$ cat src/design/pwm_steer_pkg.sv
/*
  Package for the enhanced PWM output stage: register map, field positions,
  reset values, timing counts, carrier types and shared helper functions.
  Assumes one clock domain and an AHB-Lite register slave with word registers.
*/
// How it works
// - Steering runs only when the mode field's upper two bits are 11 and the output config is 00.
// - In steering, every pin whose steer enable bit is set carries the same waveform.
// - While steering, the low two mode bits set the active polarity of the pins.
// - A shutdown forces only the pins that carry the waveform; other pins stay ordinary port pins.
// - With auto restart set, hardware clears the shutdown status once the event goes away.
// - Each delayed transition waits the seven-bit delay count times four clock periods.
// - Half-bridge config 10 drives A and B complementary, separated by the dead band.
// - Full-bridge forward config 01 holds A active, B and C inactive, and modulates D.
// - Full-bridge reverse config 11 holds C active, A and D inactive, and modulates B.
package pwm_steer_pkg;

  // Register byte offsets
  localparam logic [7:0] OFS_MODE     = 8'h00;
  localparam logic [7:0] OFS_DEADBAND = 8'h04;
  localparam logic [7:0] OFS_STEER    = 8'h08;
  localparam logic [7:0] OFS_PORT     = 8'h0c;
  localparam logic [7:0] OFS_SD_STAT  = 8'h10;
  localparam logic [7:0] OFS_INT_STS  = 8'h14;
  localparam logic [7:0] OFS_INT_MASK = 8'h18;

  // Reset values
  localparam logic [7:0] RST_MODE     = 8'h00;
  localparam logic [7:0] RST_DEADBAND = 8'h00;
  localparam logic [3:0] RST_STEER    = 4'h0;
  localparam logic [7:0] RST_PORT     = 8'h0f;
  localparam logic [1:0] RST_INT      = 2'h0;

  // Field positions
  localparam int MODE_SEL_LSB  = 0;
  localparam int CFG_SEL_LSB   = 6;
  localparam int RESTART_BIT   = 7;
  localparam int DIR_LSB       = 0;
  localparam int LATCH_LSB     = 4;
  localparam int EV_SHUTDOWN   = 0;
  localparam int EV_RESTART    = 1;

  // Mode field upper bits that select the enhanced PWM output stage
  localparam logic [1:0] MODE_PWM  = 2'h3;

  // Clock periods per delay count (one instruction cycle)
  localparam int unsigned OSC_PER_COUNT = 4;
  localparam int          DLY_CNT_W     = 9;

  typedef enum logic [1:0] {
    CFG_SINGLE = 2'h0,
    CFG_FWD    = 2'h1,
    CFG_HALF   = 2'h2,
    CFG_REV    = 2'h3
  } out_cfg_e;

  // Pin bundle: index 0..3 are outputs A..D
  typedef struct packed {
    logic [3:0] level;
    logic [3:0] oe;
  } pins_s;

  function automatic logic [DLY_CNT_W-1:0] delay_cycles(input logic [6:0] count);
    delay_cycles = DLY_CNT_W'({2'h0, count} * OSC_PER_COUNT);
  endfunction

  // Polarity of pins A..D: low mode bit for B,D and bit 1 for A,C
  function automatic logic [3:0] pol_vec(input logic [3:0] mode);
    pol_vec = {mode[0], mode[1], mode[0], mode[1]};
  endfunction

endpackage

$ cat src/design/deadband_delay.sv
/*
  Dead-band delay for one output: the active-going edge is held back by the
  delay count times four clocks, the inactive-going edge passes at once.
  Assumes din and the count are synchronous to hclk.
*/
module deadband_delay
  import pwm_steer_pkg::*;
(
  // Clock and reset
  input  wire logic       hclk,
  input  wire logic       hresetn,
  // Waveform
  input  wire logic       din,
  input  wire logic [6:0] dly,
  output      logic       dout
);

  logic [DLY_CNT_W-1:0] cnt_r;
  logic [DLY_CNT_W-1:0] cnt_nxt;

  always_comb begin
    cnt_nxt = cnt_r;
    if (!din) begin
      cnt_nxt = delay_cycles(dly);
    end else if (cnt_r != '0) begin
      cnt_nxt = cnt_r - 1'b1;
    end
  end

  always_ff @(posedge hclk or negedge hresetn) begin
    if (!hresetn) begin
      cnt_r <= '0;
    end else begin
      cnt_r <= cnt_nxt;
    end
  end

  // Zero count leaves the counter at zero, so the rise passes the same cycle
  assign dout = din && (cnt_r == '0);
endmodule // deadband_delay

$ cat src/design/enhanced_pwm_steering_deadband.sv
/*
  Enhanced PWM output stage: maps one PWM waveform onto pins A..D in single
  (steered), half-bridge or full-bridge form, with dead band, polarity,
  auto-shutdown and restart, an AHB-Lite register slave and one interrupt.
  Assumes pwm_wave and shutdown_evt come from logic on hclk, and a single
  AHB-Lite master with whole-word single transfers.
*/
// The AHB-Lite interface to the registers and the register offsets were chosen for this implementation.
module enhanced_pwm_steering_deadband
  import pwm_steer_pkg::*;
(
  // Clock and reset
  input  wire logic        hclk,
  input  wire logic        hresetn,
  // AHB-Lite slave
  input  wire logic        hsel,
  input  wire logic [31:0] haddr,
  input  wire logic [1:0]  htrans,
  input  wire logic        hwrite,
  input  wire logic [2:0]  hsize,
  input  wire logic [31:0] hwdata,
  input  wire logic        hready,
  output      logic [31:0] hrdata,
  output      logic        hreadyout,
  output      logic        hresp,
  // Waveform and shutdown from the timer side
  input  wire logic        pwm_wave,
  input  wire logic        shutdown_evt,
  // Output pins and interrupt
  output      pins_s       pins,
  output      logic        irq
);

  // Bus data phase state
  logic        dp_valid_r;
  logic        dp_valid_nxt;
  logic        dp_write_r;
  logic        dp_write_nxt;
  logic [7:0]  dp_addr_r;
  logic [7:0]  dp_addr_nxt;
  logic [31:0] hrdata_r;
  logic [31:0] hrdata_nxt;
  logic        hreadyout_r;

  // Software registers
  logic [7:0]  mode_r;
  logic [7:0]  mode_nxt;
  logic [7:0]  pwm_deadband_ctrl_r;
  logic [7:0]  pwm_deadband_ctrl_nxt;
  logic [3:0]  steer_enable_bits_r;
  logic [3:0]  steer_enable_bits_nxt;
  logic [7:0]  port_r;
  logic [7:0]  port_nxt;

  // Shutdown and interrupt state
  logic        shutdown_event_status_r;
  logic        shutdown_event_status_nxt;
  logic [1:0]  int_sts_r;
  logic [1:0]  int_sts_nxt;
  logic [1:0]  int_mask_r;
  logic [1:0]  int_mask_nxt;
  logic        irq_r;
  logic        irq_nxt;

  // Pin state
  pins_s       pins_r;
  pins_s       pins_nxt;

  // Decoded fields
  logic [3:0]  ccp_mode_sel;
  out_cfg_e    output_config_sel;
  logic        auto_restart_en;
  logic [6:0]  deadband_delay_count;
  logic [3:0]  pin_direction;
  logic [3:0]  port_latch;
  logic        pwm_active;
  logic        sd_set;
  logic        wr_en;
  logic        rd_take;
  logic [3:0]  own;
  logic [3:0]  lvl;
  logic [3:0]  pol;
  logic        dly_a;
  logic        dly_b;

  assign ccp_mode_sel         = mode_r[MODE_SEL_LSB +: 4];
  assign output_config_sel    = out_cfg_e'(mode_r[CFG_SEL_LSB +: 2]);
  assign auto_restart_en      = pwm_deadband_ctrl_r[RESTART_BIT];
  assign deadband_delay_count = pwm_deadband_ctrl_r[6:0];
  assign pin_direction        = port_r[DIR_LSB +: 4];
  assign port_latch           = port_r[LATCH_LSB +: 4];
  assign pwm_active           = (ccp_mode_sel[3:2] == MODE_PWM);
  assign pol                  = pol_vec(ccp_mode_sel);
  assign sd_set               = pwm_active && shutdown_evt;
  assign wr_en                = dp_valid_r && dp_write_r;
  assign rd_take              = hsel && hready && htrans[1];

  // Dead band on the active-going edge of each half-bridge leg
  deadband_delay u_dly_a (
    .hclk    (hclk),
    .hresetn (hresetn),
    .din     (pwm_wave),
    .dly     (deadband_delay_count),
    .dout    (dly_a)
  );

  deadband_delay u_dly_b (
    .hclk    (hclk),
    .hresetn (hresetn),
    .din     (!pwm_wave),
    .dly     (deadband_delay_count),
    .dout    (dly_b)
  );

  // Bus slave: zero wait states, read data registered at the address phase
  always_comb begin
    dp_valid_nxt = rd_take;
    dp_write_nxt = hwrite;
    dp_addr_nxt  = haddr[7:0];
    hrdata_nxt   = hrdata_r;
    if (rd_take && !hwrite) begin
      if (haddr[7:0] == OFS_MODE) begin
        hrdata_nxt = {24'h0, mode_r};
      end else if (haddr[7:0] == OFS_DEADBAND) begin
        hrdata_nxt = {24'h0, pwm_deadband_ctrl_r};
      end else if (haddr[7:0] == OFS_STEER) begin
        hrdata_nxt = {28'h0, steer_enable_bits_r};
      end else if (haddr[7:0] == OFS_PORT) begin
        hrdata_nxt = {24'h0, port_r};
      end else if (haddr[7:0] == OFS_SD_STAT) begin
        hrdata_nxt = {31'h0, shutdown_event_status_r};
      end else if (haddr[7:0] == OFS_INT_STS) begin
        hrdata_nxt = {30'h0, int_sts_r};
      end else if (haddr[7:0] == OFS_INT_MASK) begin
        hrdata_nxt = {30'h0, int_mask_r};
      end else begin
        hrdata_nxt = 32'h0;
      end
    end
  end

  always_ff @(posedge hclk or negedge hresetn) begin
    if (!hresetn) begin
      dp_valid_r  <= 1'b0;
      dp_write_r  <= 1'b0;
      dp_addr_r   <= 8'h0;
      hrdata_r    <= 32'h0;
      hreadyout_r <= 1'b1;
    end else begin
      dp_valid_r  <= dp_valid_nxt;
      dp_write_r  <= dp_write_nxt;
      dp_addr_r   <= dp_addr_nxt;
      hrdata_r    <= hrdata_nxt;
      hreadyout_r <= 1'b1;
    end
  end

  // Register writes land at the end of the data phase
  always_comb begin
    mode_nxt              = mode_r;
    pwm_deadband_ctrl_nxt = pwm_deadband_ctrl_r;
    steer_enable_bits_nxt = steer_enable_bits_r;
    port_nxt              = port_r;
    int_mask_nxt          = int_mask_r;
    if (wr_en) begin
      if (dp_addr_r == OFS_MODE) begin
        mode_nxt = hwdata[7:0];
      end else if (dp_addr_r == OFS_DEADBAND) begin
        pwm_deadband_ctrl_nxt = hwdata[7:0];
      end else if (dp_addr_r == OFS_STEER) begin
        steer_enable_bits_nxt = hwdata[3:0];
      end else if (dp_addr_r == OFS_PORT) begin
        port_nxt = hwdata[7:0];
      end else if (dp_addr_r == OFS_INT_MASK) begin
        int_mask_nxt = hwdata[1:0];
      end
    end
  end

  always_ff @(posedge hclk or negedge hresetn) begin
    if (!hresetn) begin
      mode_r              <= RST_MODE;
      pwm_deadband_ctrl_r <= RST_DEADBAND;
      steer_enable_bits_r <= RST_STEER;
      port_r              <= RST_PORT;
      int_mask_r          <= RST_INT;
    end else begin
      mode_r              <= mode_nxt;
      pwm_deadband_ctrl_r <= pwm_deadband_ctrl_nxt;
      steer_enable_bits_r <= steer_enable_bits_nxt;
      port_r              <= port_nxt;
      int_mask_r          <= int_mask_nxt;
    end
  end

  // Shutdown status and interrupt flags; a new event beats any clear
  always_comb begin
    shutdown_event_status_nxt = shutdown_event_status_r;
    if (auto_restart_en && !shutdown_evt) begin
      shutdown_event_status_nxt = 1'b0;
    end
    if (!auto_restart_en && wr_en && dp_addr_r == OFS_SD_STAT && !hwdata[0]) begin
      shutdown_event_status_nxt = 1'b0;
    end
    if (sd_set) begin
      shutdown_event_status_nxt = 1'b1;
    end
    int_sts_nxt = int_sts_r;
    if (wr_en && dp_addr_r == OFS_INT_STS) begin
      int_sts_nxt = int_sts_r & ~hwdata[1:0];
    end
    if (sd_set && !shutdown_event_status_r) begin
      int_sts_nxt[EV_SHUTDOWN] = 1'b1;
    end
    if (shutdown_event_status_r && !shutdown_event_status_nxt) begin
      int_sts_nxt[EV_RESTART] = 1'b1;
    end
    irq_nxt = |(int_sts_nxt & int_mask_nxt);
  end

  always_ff @(posedge hclk or negedge hresetn) begin
    if (!hresetn) begin
      shutdown_event_status_r <= 1'b0;
      int_sts_r               <= RST_INT;
      irq_r                   <= 1'b0;
    end else begin
      shutdown_event_status_r <= shutdown_event_status_nxt;
      int_sts_r               <= int_sts_nxt;
      irq_r                   <= irq_nxt;
    end
  end

  // Pin steering; index 0..3 are pins A..D
  always_comb begin
    own = 4'h0;
    lvl = 4'h0;
    case (output_config_sel)
      CFG_SINGLE: begin
        own = steer_enable_bits_r;
        lvl = {4{pwm_wave}};
      end
      CFG_HALF: begin
        own = 4'h3;
        lvl = {2'h0, dly_b, dly_a};
      end
      CFG_FWD: begin
        own = 4'hf;
        lvl = {pwm_wave, 1'b0, 1'b0, 1'b1};
      end
      CFG_REV: begin
        own = 4'hf;
        lvl = {1'b0, 1'b1, pwm_wave, 1'b0};
      end
      default: begin
        own = 4'h0;
        lvl = 4'h0;
      end
    endcase
    if (!pwm_active) begin
      own = 4'h0;
    end
    // Shutdown parks only the pins that carry the waveform
    if (shutdown_event_status_r) begin
      lvl = 4'h0;
    end
    pins_nxt.level = (own & (lvl ^ pol)) | (~own & port_latch);
    // The driver only follows a cleared direction bit
    pins_nxt.oe    = ~pin_direction;
  end

  always_ff @(posedge hclk or negedge hresetn) begin
    if (!hresetn) begin
      pins_r <= '0;
    end else begin
      pins_r <= pins_nxt;
    end
  end

  assign hrdata    = hrdata_r;
  assign hreadyout = hreadyout_r;
  assign hresp     = 1'b0;
  assign pins      = pins_r;
  assign irq       = irq_r;
endmodule // enhanced_pwm_steering_deadband

$ cat config.mk
export PLATFORM = sky130hd
export DESIGN_NAME = enhanced_pwm_steering_deadband
export DESIGN_NICKNAME = d
export VERILOG_FILES = /design/src/design/pwm_steer_pkg.sv /design/src/design/deadband_delay.sv /design/src/design/enhanced_pwm_steering_deadband.sv
export SDC_FILE = /design/constraint.sdc
export NUM_CORES = 1
export LEC_CHECK = 0
export BUFFER_PORTS_ARGS = -buffer_cell sky130_fd_sc_hd__buf_2
export CAP_MARGIN = 20
export CORE_MARGIN = 4
export CORE_UTILIZATION = 55
export CTS_CLUSTER_DIAMETER = 40
export DETAILED_ROUTE_END_ITERATION = 10
export PLACE_DENSITY = 0.9
export SYNTH_ARGS = -nofsm -noshare
export SYNTH_HDL_FRONTEND = slang
export SYNTH_SLANG_ARGS = --single-unit
$ cat constraint.sdc
create_clock -name hclk -period 5.4 [get_ports hclk]
set_input_delay 0.54 -clock hclk [delete_from_list [all_inputs] [get_ports hclk]]
set_output_delay 0.54 -clock hclk [all_outputs]
set_load 0.01 [all_outputs]
Yosys cells after proc, flatten, opt, wreduce, memory -nomap -nowiden
Index checks and enable logic that the tools add are counted.
- input bits: 76
- register bits after elaboration: 102
- logic and storage cells: 109
- output and inout bits: 43
- add/sub/neg operators: 2
- multiplexer cells: 27
- bitwise logic cells: 12
- reduce and logical (&&, ||, !) cells: 35
- equal/unequal tests: 17
- operators with widths (cell ; number):
    $eq A8 B5 Y1 const B ; 6
    $mux W9 ; 4
    $eq A8 B4 Y1 const B ; 4
    $mux W8 ; 4
    $mux W2 ; 10
    $logic_not A9 Y1 ; 2
    $reduce_bool A9 Y1 ; 2
    $sub A9 B1 Y9 const B ; 2
    $eq A8 B3 Y1 const B ; 2
    $logic_not A8 Y1 ; 2
    $pmux W4 S4 ; 1
    $logic_and A1 B1 Y1 ; 14
    $pmux W4 S3 ; 1
    $and A4 B4 Y4 ; 2
    $mux W4 ; 2
    $not A4 Y4 ; 2
    $logic_not A1 Y1 ; 7
    $eq A2 B2 Y1 const B ; 3
    $mux W1 ; 5
    $reduce_and A5 Y1 ; 1
    $and A2 B2 Y2 ; 2
    $or A4 B4 Y4 ; 1
    $reduce_and A4 Y1 ; 1
    $reduce_or A2 Y1 ; 2
    other kinds (9) ; 11

Longest topological paths before layout
Gate-level depths: netlist of run 1.
- depth after elaboration: 11
- gate-level depth with buffers: 7
- depth with buffers taken out: 7

Hierarchy
From an unflattened synthesis of run 1, not the netlist that was laid out.
- cells, all modules: 345
- area, all modules: 3932.5 sq um
- by module, submodules not included (module ; area an instance (sq um) ; cells each ; times used):
    enhanced_pwm_steering_deadband ; 2871.5 ; 237 ; 1
    deadband_delay ; 530.5 ; 54 ; 2

Worst setup path after synthesis of run 1
No wires, ideal clock.
- path kind: input -> register
- start point: input pwm_wave
- end point: register pins_r (netlist bit pins[5])
- setup time: 0.125 ns
- arrival time: 1.786 ns
- data required time: 5.275 ns
- path buffers: 0
- slack: 3.489 ns
- cell stages on the path: 5
- path through: or4b_1 -> nor3b_2 -> o311ai_1 -> xnor2_1 -> mux2_2
- RTL lines (item ; RTL line ; RTL):
    from (decl) ; enhanced_pwm_steering_deadband.sv:27 ; input wire logic pwm_wave,
    to (signal assigned) ; enhanced_pwm_steering_deadband.sv:275 ; pins_r <= pins_nxt;
    to (decl) ; enhanced_pwm_steering_deadband.sv:66 ; pins_s pins_r;

==> impl_metrics.env, run 1 <==
export IMPL_setup_violations=0
export IMPL_timing_fmax_mhz=385
export IMPL_cts_max_path_buffers=2
export IMPL_crit_required_ns=5.63
export IMPL_drt_wl_total_um=7830
export IMPL_synth_cell_type_count=48
export IMPL_layout_drive_gt1_share_pct=26.4
export IMPL_final_hold_viol_count=0
export IMPL_area_growth_pct=9.32
export IMPL_cts_sinks=78
export IMPL_peakVddDrop_mv=0.179
export IMPL_fin_skew_ns=0.00783
export IMPL_cp_end_kind="register"
export IMPL_total_power_mw=1.41
export IMPL_power_density_nw_per_um2=339
export IMPL_period_needed_ns=2.60
export IMPL_netlist_instances=346
export IMPL_grtUsageTotal_pct=20.0
export IMPL_rows=30
export IMPL_maxCapViolCount=0
export IMPL_drv_slew=0
export IMPL_worstSetupStartpoint="u_dly_b.cnt_r[0]$_DFFE_PN0P_"
export IMPL_synth_top_cell_by_area="dfrtp_1"
export IMPL_place_congestion=0.833
export IMPL_hpwl_um=5570
export IMPL_yosysWarnings=0
export IMPL_routedWlPerCell_um=16.8
export IMPL_layout_setup_ws_ns=2.80
export IMPL_worstSetupStartpointType="register"
export IMPL_hp_start="hwrite"
export IMPL_cts_setup_buffers=0
export IMPL_ys_top_cells_by_area="dfrtp_1 49%, mux2_2 8.9%, buf_4 5.1%"
export IMPL_dr_pass1_iters=5
export IMPL_root_buffer="clkbuf_8"
export IMPL_die_area_um2=8310
export IMPL_path_clk_slew_ns=0.08
export IMPL_r2r_start="u_dly_b.cnt_r[0]$_DFFE_PN0P_"
export IMPL_dpl_worst_slack_ns=2.52
export IMPL_drt_vias_per_instance=5.78
export IMPL_core_area_um2=6760
export IMPL_arrival_ns=2.83
export IMPL_overflow=0
export IMPL_ys_ff_latch=78
export IMPL_nFillCells=495
export IMPL_avgSynthCellArea_um2=11.0
export IMPL_portBuffers=40
export IMPL_numCtsBuffers=9
export IMPL_clk_latency_ns=0.35
export IMPL_grt_pass1_wl_um=12900
export IMPL_synth_cell_area_um2=3800
export IMPL_drc_errors=0
export IMPL_synth_seq_area_share_pct=51.5
export IMPL_die_x_um=91.1
export IMPL_setup_tns_ns=0
export IMPL_p_leak_nw=1.96
export IMPL_nets=461
export IMPL_detail_route_antenna_nets=0
export IMPL_io_pins=119
export IMPL_finalCritPeriodShare_pct=48.1
export IMPL_min_path_type="in2reg"
export IMPL_ys_async_sr_fraction_pct=100
export IMPL_slew_headroom_pct=36.7
export IMPL_vias=2692
export IMPL_grt_max_degree=79
export IMPL_rsz0062_at_grt="no"
export IMPL_ctsResizeCount=0
export IMPL_cts_tree="done"
export IMPL_crit_path_max_fanout=12
export IMPL_fp_dieH_um=91.1
export IMPL_synth_most_common_cell="dfrtp_1"
export IMPL_cts_htree_levels=3
export IMPL_critPathKind="reg2reg"
export IMPL_cts_hold_buffers=0
export IMPL_drt_iter0_markers=335
export IMPL_outcome="complete, no violations"
export IMPL_initial_core_util_pct=56.3
export IMPL_tightest_slew_ns=0.949
export IMPL_synth_top_area_share_pct=48.7
export IMPL_n_antenna_cell=0
export IMPL_synth_edf_count=0
export IMPL_grt_pass1_vias=2651
export IMPL_yosys_top_cells_count="74 x dfrtp_1, 38 x nand2_1, 30 x mux2_2"
export IMPL_synth_ff_type="dfrtp_1"
export IMPL_grt_antenna_before_repair=0
[per-layer routing]
metal	share of wire, %	track usage, %
met3	6.3	5.47
met5	0	0
met1	42	25.0
met2	49	32.1
met4	3.0	9.67
[metrics by stage]
stage | util, % | std cells | instance area, um^2 | hold slack (ns)
after floorplan | - | 370 | 3890 | 0.244
after global placement | 58.4 | 450 | 3940 | 0.429
after detailed placement | 58.4 | 450 | 3940 | 0.434
after CTS | 61.5 | 466 | 4160 | 0.299
after global routing | 61.5 | 466 | 4160 | 0.289
final | 61.5 | 466 | 4160 | 0.310
[worst max-delay path: stages, from the launching register on]
cell,delay (ns)
dfrtp_1,0.42
inv_1,0.09
ha_1,0.13
or4b_1,0.47
nor3b_2,0.73
o311ai_1,0.19
xnor2_1,0.16
mux2_2,0.28
[placed cells by master, fill, tap and decap left out, types with 7 or more instances in the layout]
cell type	n
a21oi_1	12
buf_2	39
clkbuf_8	9
conb_1	26
dfrtp_1	74
inv_1	12
mux2_2	30
mux2i_1	7
nand2_1	38
nor2_1	24
o21ai_0	12
o31ai_1	10
xnor2_1	8
[sequential cells by signal, indices dropped and copies added (netlist names)]
register,cells
dp_addr_r,8
dp_valid_r,1
dp_write_r,1
hrdata,8
int_mask_r,2
int_sts_r,2
irq,1
mode_r,8
pins,8
port_r,8
pwm_deadband_ctrl_r,8
shutdown_event_status_r,1
steer_enable_bits_r,4
u_dly_a.cnt_r,9
u_dly_b.cnt_r,9
[cell type report]
type	instances	area (um^2)	area share [%]
clock inverter	7	88.8	2.14
tap	80	100	2.41
sequential	78	1960	47.1
multi-input combinational	240	1640	39.4
inverter	12	45.0	1.08
timing repair buffer	40	203	4.88
clock buffer	9	124	2.98
[cell families after synthesis]
logic type	share of synthesized area [%]
xor+xnor	3.23
simple gates	13.4
buf+inv	7.80
compound gates	9.51
fa+ha+maj	1.32
flops	51.5
mux	13.1
other cells	0.198
[power breakdown]
group | internal (mW) | switching (mW) | leakage (nW)
sequential | 0.635 | 0.0544 | 0.992
combinational | 0.111 | 0.146 | 0.854
clock | 0.258 | 0.206 | 0.113
[final timing paths]
path | to | slack, ns | depth (start not counted)
max in group asynchronous | port_r[7]$_DFFE_PN0P_ | 4.45 | 1
min in group asynchronous | u_dly_a.cnt_r[4]$_DFFE_PN0P_ | 0.33 | 1
worst min-delay path | dp_write_r$_DFF_PN0_ | 0.31 | 1
worst max-delay path | pins[5]$_DFF_PN0_ | 2.80 | 7
worst max register to register | pins[5]$_DFF_PN0_ | 2.80 | 7
worst min register to register | pins[1]$_DFF_PN0_ | 0.45 | 1
Power figures use the tool's default switching activity.
==> inputs of run 2 (changes only) <==
--- a/config.mk
+++ b/config.mk
@@ -5,13 +5,14 @@
 export SDC_FILE = /design/constraint.sdc
 export NUM_CORES = 1
 export LEC_CHECK = 0
+export ABC_AREA = 1
 export BUFFER_PORTS_ARGS = -buffer_cell sky130_fd_sc_hd__buf_2
 export CAP_MARGIN = 20
 export CORE_MARGIN = 4
-export CORE_UTILIZATION = 55
+export CORE_UTILIZATION = 47
 export CTS_CLUSTER_DIAMETER = 40
 export DETAILED_ROUTE_END_ITERATION = 10
-export PLACE_DENSITY = 0.9
+export PLACE_DENSITY = 0.82
 export SYNTH_ARGS = -nofsm -noshare
 export SYNTH_HDL_FRONTEND = slang
 export SYNTH_SLANG_ARGS = --single-unit
==> constraint.sdc (replaced) <==
create_clock -name hclk -period 2.3 [get_ports hclk]
set_input_delay 0.23 -clock hclk [delete_from_list [all_inputs] [get_ports hclk]]
set_output_delay 0.23 -clock hclk [all_outputs]
set_load 0.01 [all_outputs]
==> run 2 against run 1 <==
Via count grew 22%. Utilization shrank 7.9 points. Critical path depth grew 4. Die area grew 22%. Combinational power grew 20%. Clock skew grew 0.00082 ns. Clock power grew 110%. Worst hold slack lost 0.31 ns. Clock-buffer cell count grew 3. Highest routed layer unchanged.
==> impl_metrics.env, run 2 <==
export IMPL_routedWlPerCell_um=14.4
export IMPL_synth_top_cell_by_area="dfrtp_1"
export IMPL_die_x_um=100
export IMPL_ys_async_sr_fraction_pct=100
export IMPL_power_density_nw_per_um2=627
export IMPL_drt_wl_total_um=9060
export IMPL_outcome="complete, no violations"
export IMPL_crit_required_ns=2.59
export IMPL_peakVddDrop_mv=0.419
export IMPL_final_cell_mix="88 x nand2_1, 74 x dfrtp_1, 64 x inv_1"
export IMPL_core_area_um2=8260
export IMPL_cts_sinks=78
export IMPL_tightest_slew_ns=0.984
export IMPL_synth_edf_count=0
export IMPL_total_power_mw=2.78
export IMPL_cts_max_path_buffers=2
export IMPL_drt_iter0_markers=267
export IMPL_rsz0062_at_grt="no"
export IMPL_ys_top_cells_by_area="dfrtp_1 46%, nand2_1 8.2%, inv_1 6.0%"
export IMPL_detail_route_antenna_nets=0
export IMPL_drv_slew=0
export IMPL_yosysWarnings=0
export IMPL_path_clk_slew_ns=0.08
export IMPL_synth_cell_type_count=37
export IMPL_die_area_um2=10100
export IMPL_hpwl_um=6510
export IMPL_min_path_type="in2async"
export IMPL_clk_latency_ns=0.35
export IMPL_critPathKind="in2reg"
export IMPL_initial_core_util_pct=48.7
export IMPL_drc_errors=0
export IMPL_netlist_instances=472
export IMPL_stdcell_count=629
export IMPL_maxCapViolCount=0
export IMPL_cts_htree_levels=3
export IMPL_grt_max_degree=79
export IMPL_grt_pass1_wl_um=15100
export IMPL_n_antenna_cell=0
export IMPL_root_buffer="clkbuf_8"
export IMPL_nFillCells=756
export IMPL_ys_ff_latch=78
export IMPL_crit_path_max_fanout=13
export IMPL_final_hold_viol_count=0
export IMPL_yosys_top_cells_count="88 x nand2_1, 74 x dfrtp_1, 64 x inv_1"
export IMPL_finalCritPeriodShare_pct=82.4
export IMPL_overflow=0
export IMPL_synth_ff_type="dfrtp_1"
export IMPL_io_pins=119
export IMPL_layout_drive_gt1_share_pct=19.1
export IMPL_final_common_cell="nand2_1"
export IMPL_synth_cell_area_um2=4020
export IMPL_rows=33
export IMPL_grt_pass1_vias=3304
export IMPL_fp_dieH_um=100
export IMPL_cts_tree="done"
export IMPL_slew_headroom_pct=34.4
export IMPL_period_needed_ns=1.89
export IMPL_synth_top_area_share_pct=46.1
export IMPL_nets=599
export IMPL_fin_skew_ns=0.00865
export IMPL_drt_vias_per_instance=5.21
export IMPL_numCtsBuffers=9
export IMPL_synth_seq_area_share_pct=48.7
export IMPL_place_congestion=1.02
export IMPL_grtUsageTotal_pct=18.8
export IMPL_portBuffers=40
export IMPL_cp_end_kind="register"
export IMPL_worstSetupStartpointType="input pin"
export IMPL_synth_most_common_cell="nand2_1"
export IMPL_setup_violations=0
export IMPL_cts_setup_buffers=0
export IMPL_setup_tns_ns=0
export IMPL_vias=3274
export IMPL_area_growth_pct=10.2
export IMPL_grt_antenna_before_repair=0
export IMPL_p_leak_nw=2.31
export IMPL_dr_pass1_iters=7
export IMPL_avgSynthCellArea_um2=8.51
export IMPL_placed_cells=608
export IMPL_arrival_ns=2.18
export IMPL_timing_fmax_mhz=528
export IMPL_top_regs="u_dly_a.cnt_r (9), u_dly_b.cnt_r (9)"
[run 2: final cells by class]
type / count / area (um^2) / area share, %
Sequential cell: 78 / 1960 / 44.2
Inverter: 69 / 259 / 5.85
Multi-Input combinational cell: 316 / 1650 / 37.2
Timing Repair Buffer: 45 / 253 / 5.71
Clock inverter: 4 / 47.5 / 1.07
Tap cell: 105 / 131 / 2.97
Clock buffer: 12 / 135 / 3.05
[run 2: worst max-delay path, stage by stage]
cell and delay (ns):
dlygate4sd3_1 0.55, buf_2 0.14, inv_1 0.05, nand2_1 0.10, nor3_4 0.39, nand2_1 0.28
nor2_1 0.16, nor2_1 0.07, nand4_1 0.07, nand2_1 0.07, nand2_1 0.06
[run 2: kinds of logic (layout without fill, tap and decap cells)]
logic type               count (synthesis)  in the layout  share of synthesized area [%]
adder cells (fa/ha/maj)                  4              4                           1.25
buffers and inverters                  102            130                           12.6
flip-flops                              78             78                           48.7
AO/OA/AOI/OAI                           86             86                           12.9
XOR/XNOR                                10             10                           2.18
other                                    2             26                          0.187
AND/OR/NAND/NOR                        190            190                           22.2
[run 2: through the flow]
step	hold slack [ns]	worst slack [ns]	utilization, %	area, um^2
after floorplan	-0.0656	0.956	-	4110
after global placement	0.352	0.704	50.8	4200
after detailed placement	0.355	0.626	50.8	4200
after CTS	0.00204	0.511	53.6	4430
after global routing	0.00559	0.334	53.6	4430
final	0.00353	0.405	53.6	4430
[run 2: power by group]
part           internal [mW]  switching, mW
logic                  0.104          0.202
clock network          0.500          0.489
registers               1.44         0.0441
total                   2.04          0.735
[run 2: worst paths after layout]
path                       slack (ns)                            to  cells after the start                         start
max                              0.41         hrdata[0]$_DFFE_PN0P_                     11                      haddr[6]
min                             0.004         hrdata[2]$_DFFE_PN0P_                      1                       hresetn
max reg2reg                      0.62             pins[4]$_DFF_PN0_                      9  u_dly_a.cnt_r[0]$_DFFE_PN0P_
min reg2reg                      0.46             pins[3]$_DFF_PN0_                      1         port_r[3]$_DFFE_PN1P_
max in group asynchronous        1.62  u_dly_b.cnt_r[0]$_DFFE_PN0P_                      1                       hresetn
min in group hclk                0.01        dp_addr_r[2]$_DFF_PN0_                      1                      haddr[2]
[run 2: timing repair]
| action | CTS | global route |
|---|---|---|
| gates resized for setup | 0 | 0 |
| hold endpoints to repair | 5 | 0 |
| hold buffers | 5 | 0 |
[run 2: per-layer routing]
layer / part of all wire (%) / wire (um) / GRT usage (%) / up-vias
li1: - / - / - / 1562
met1: 41 / 3760 / 24.1 / 1559
met2: 49 / 4480 / 31.4 / 134
met3: 7.0 / 639 / 4.36 / 19
met4: 2.0 / 183 / 6.63 / 0
met5: 0 / 0 / 0 / -
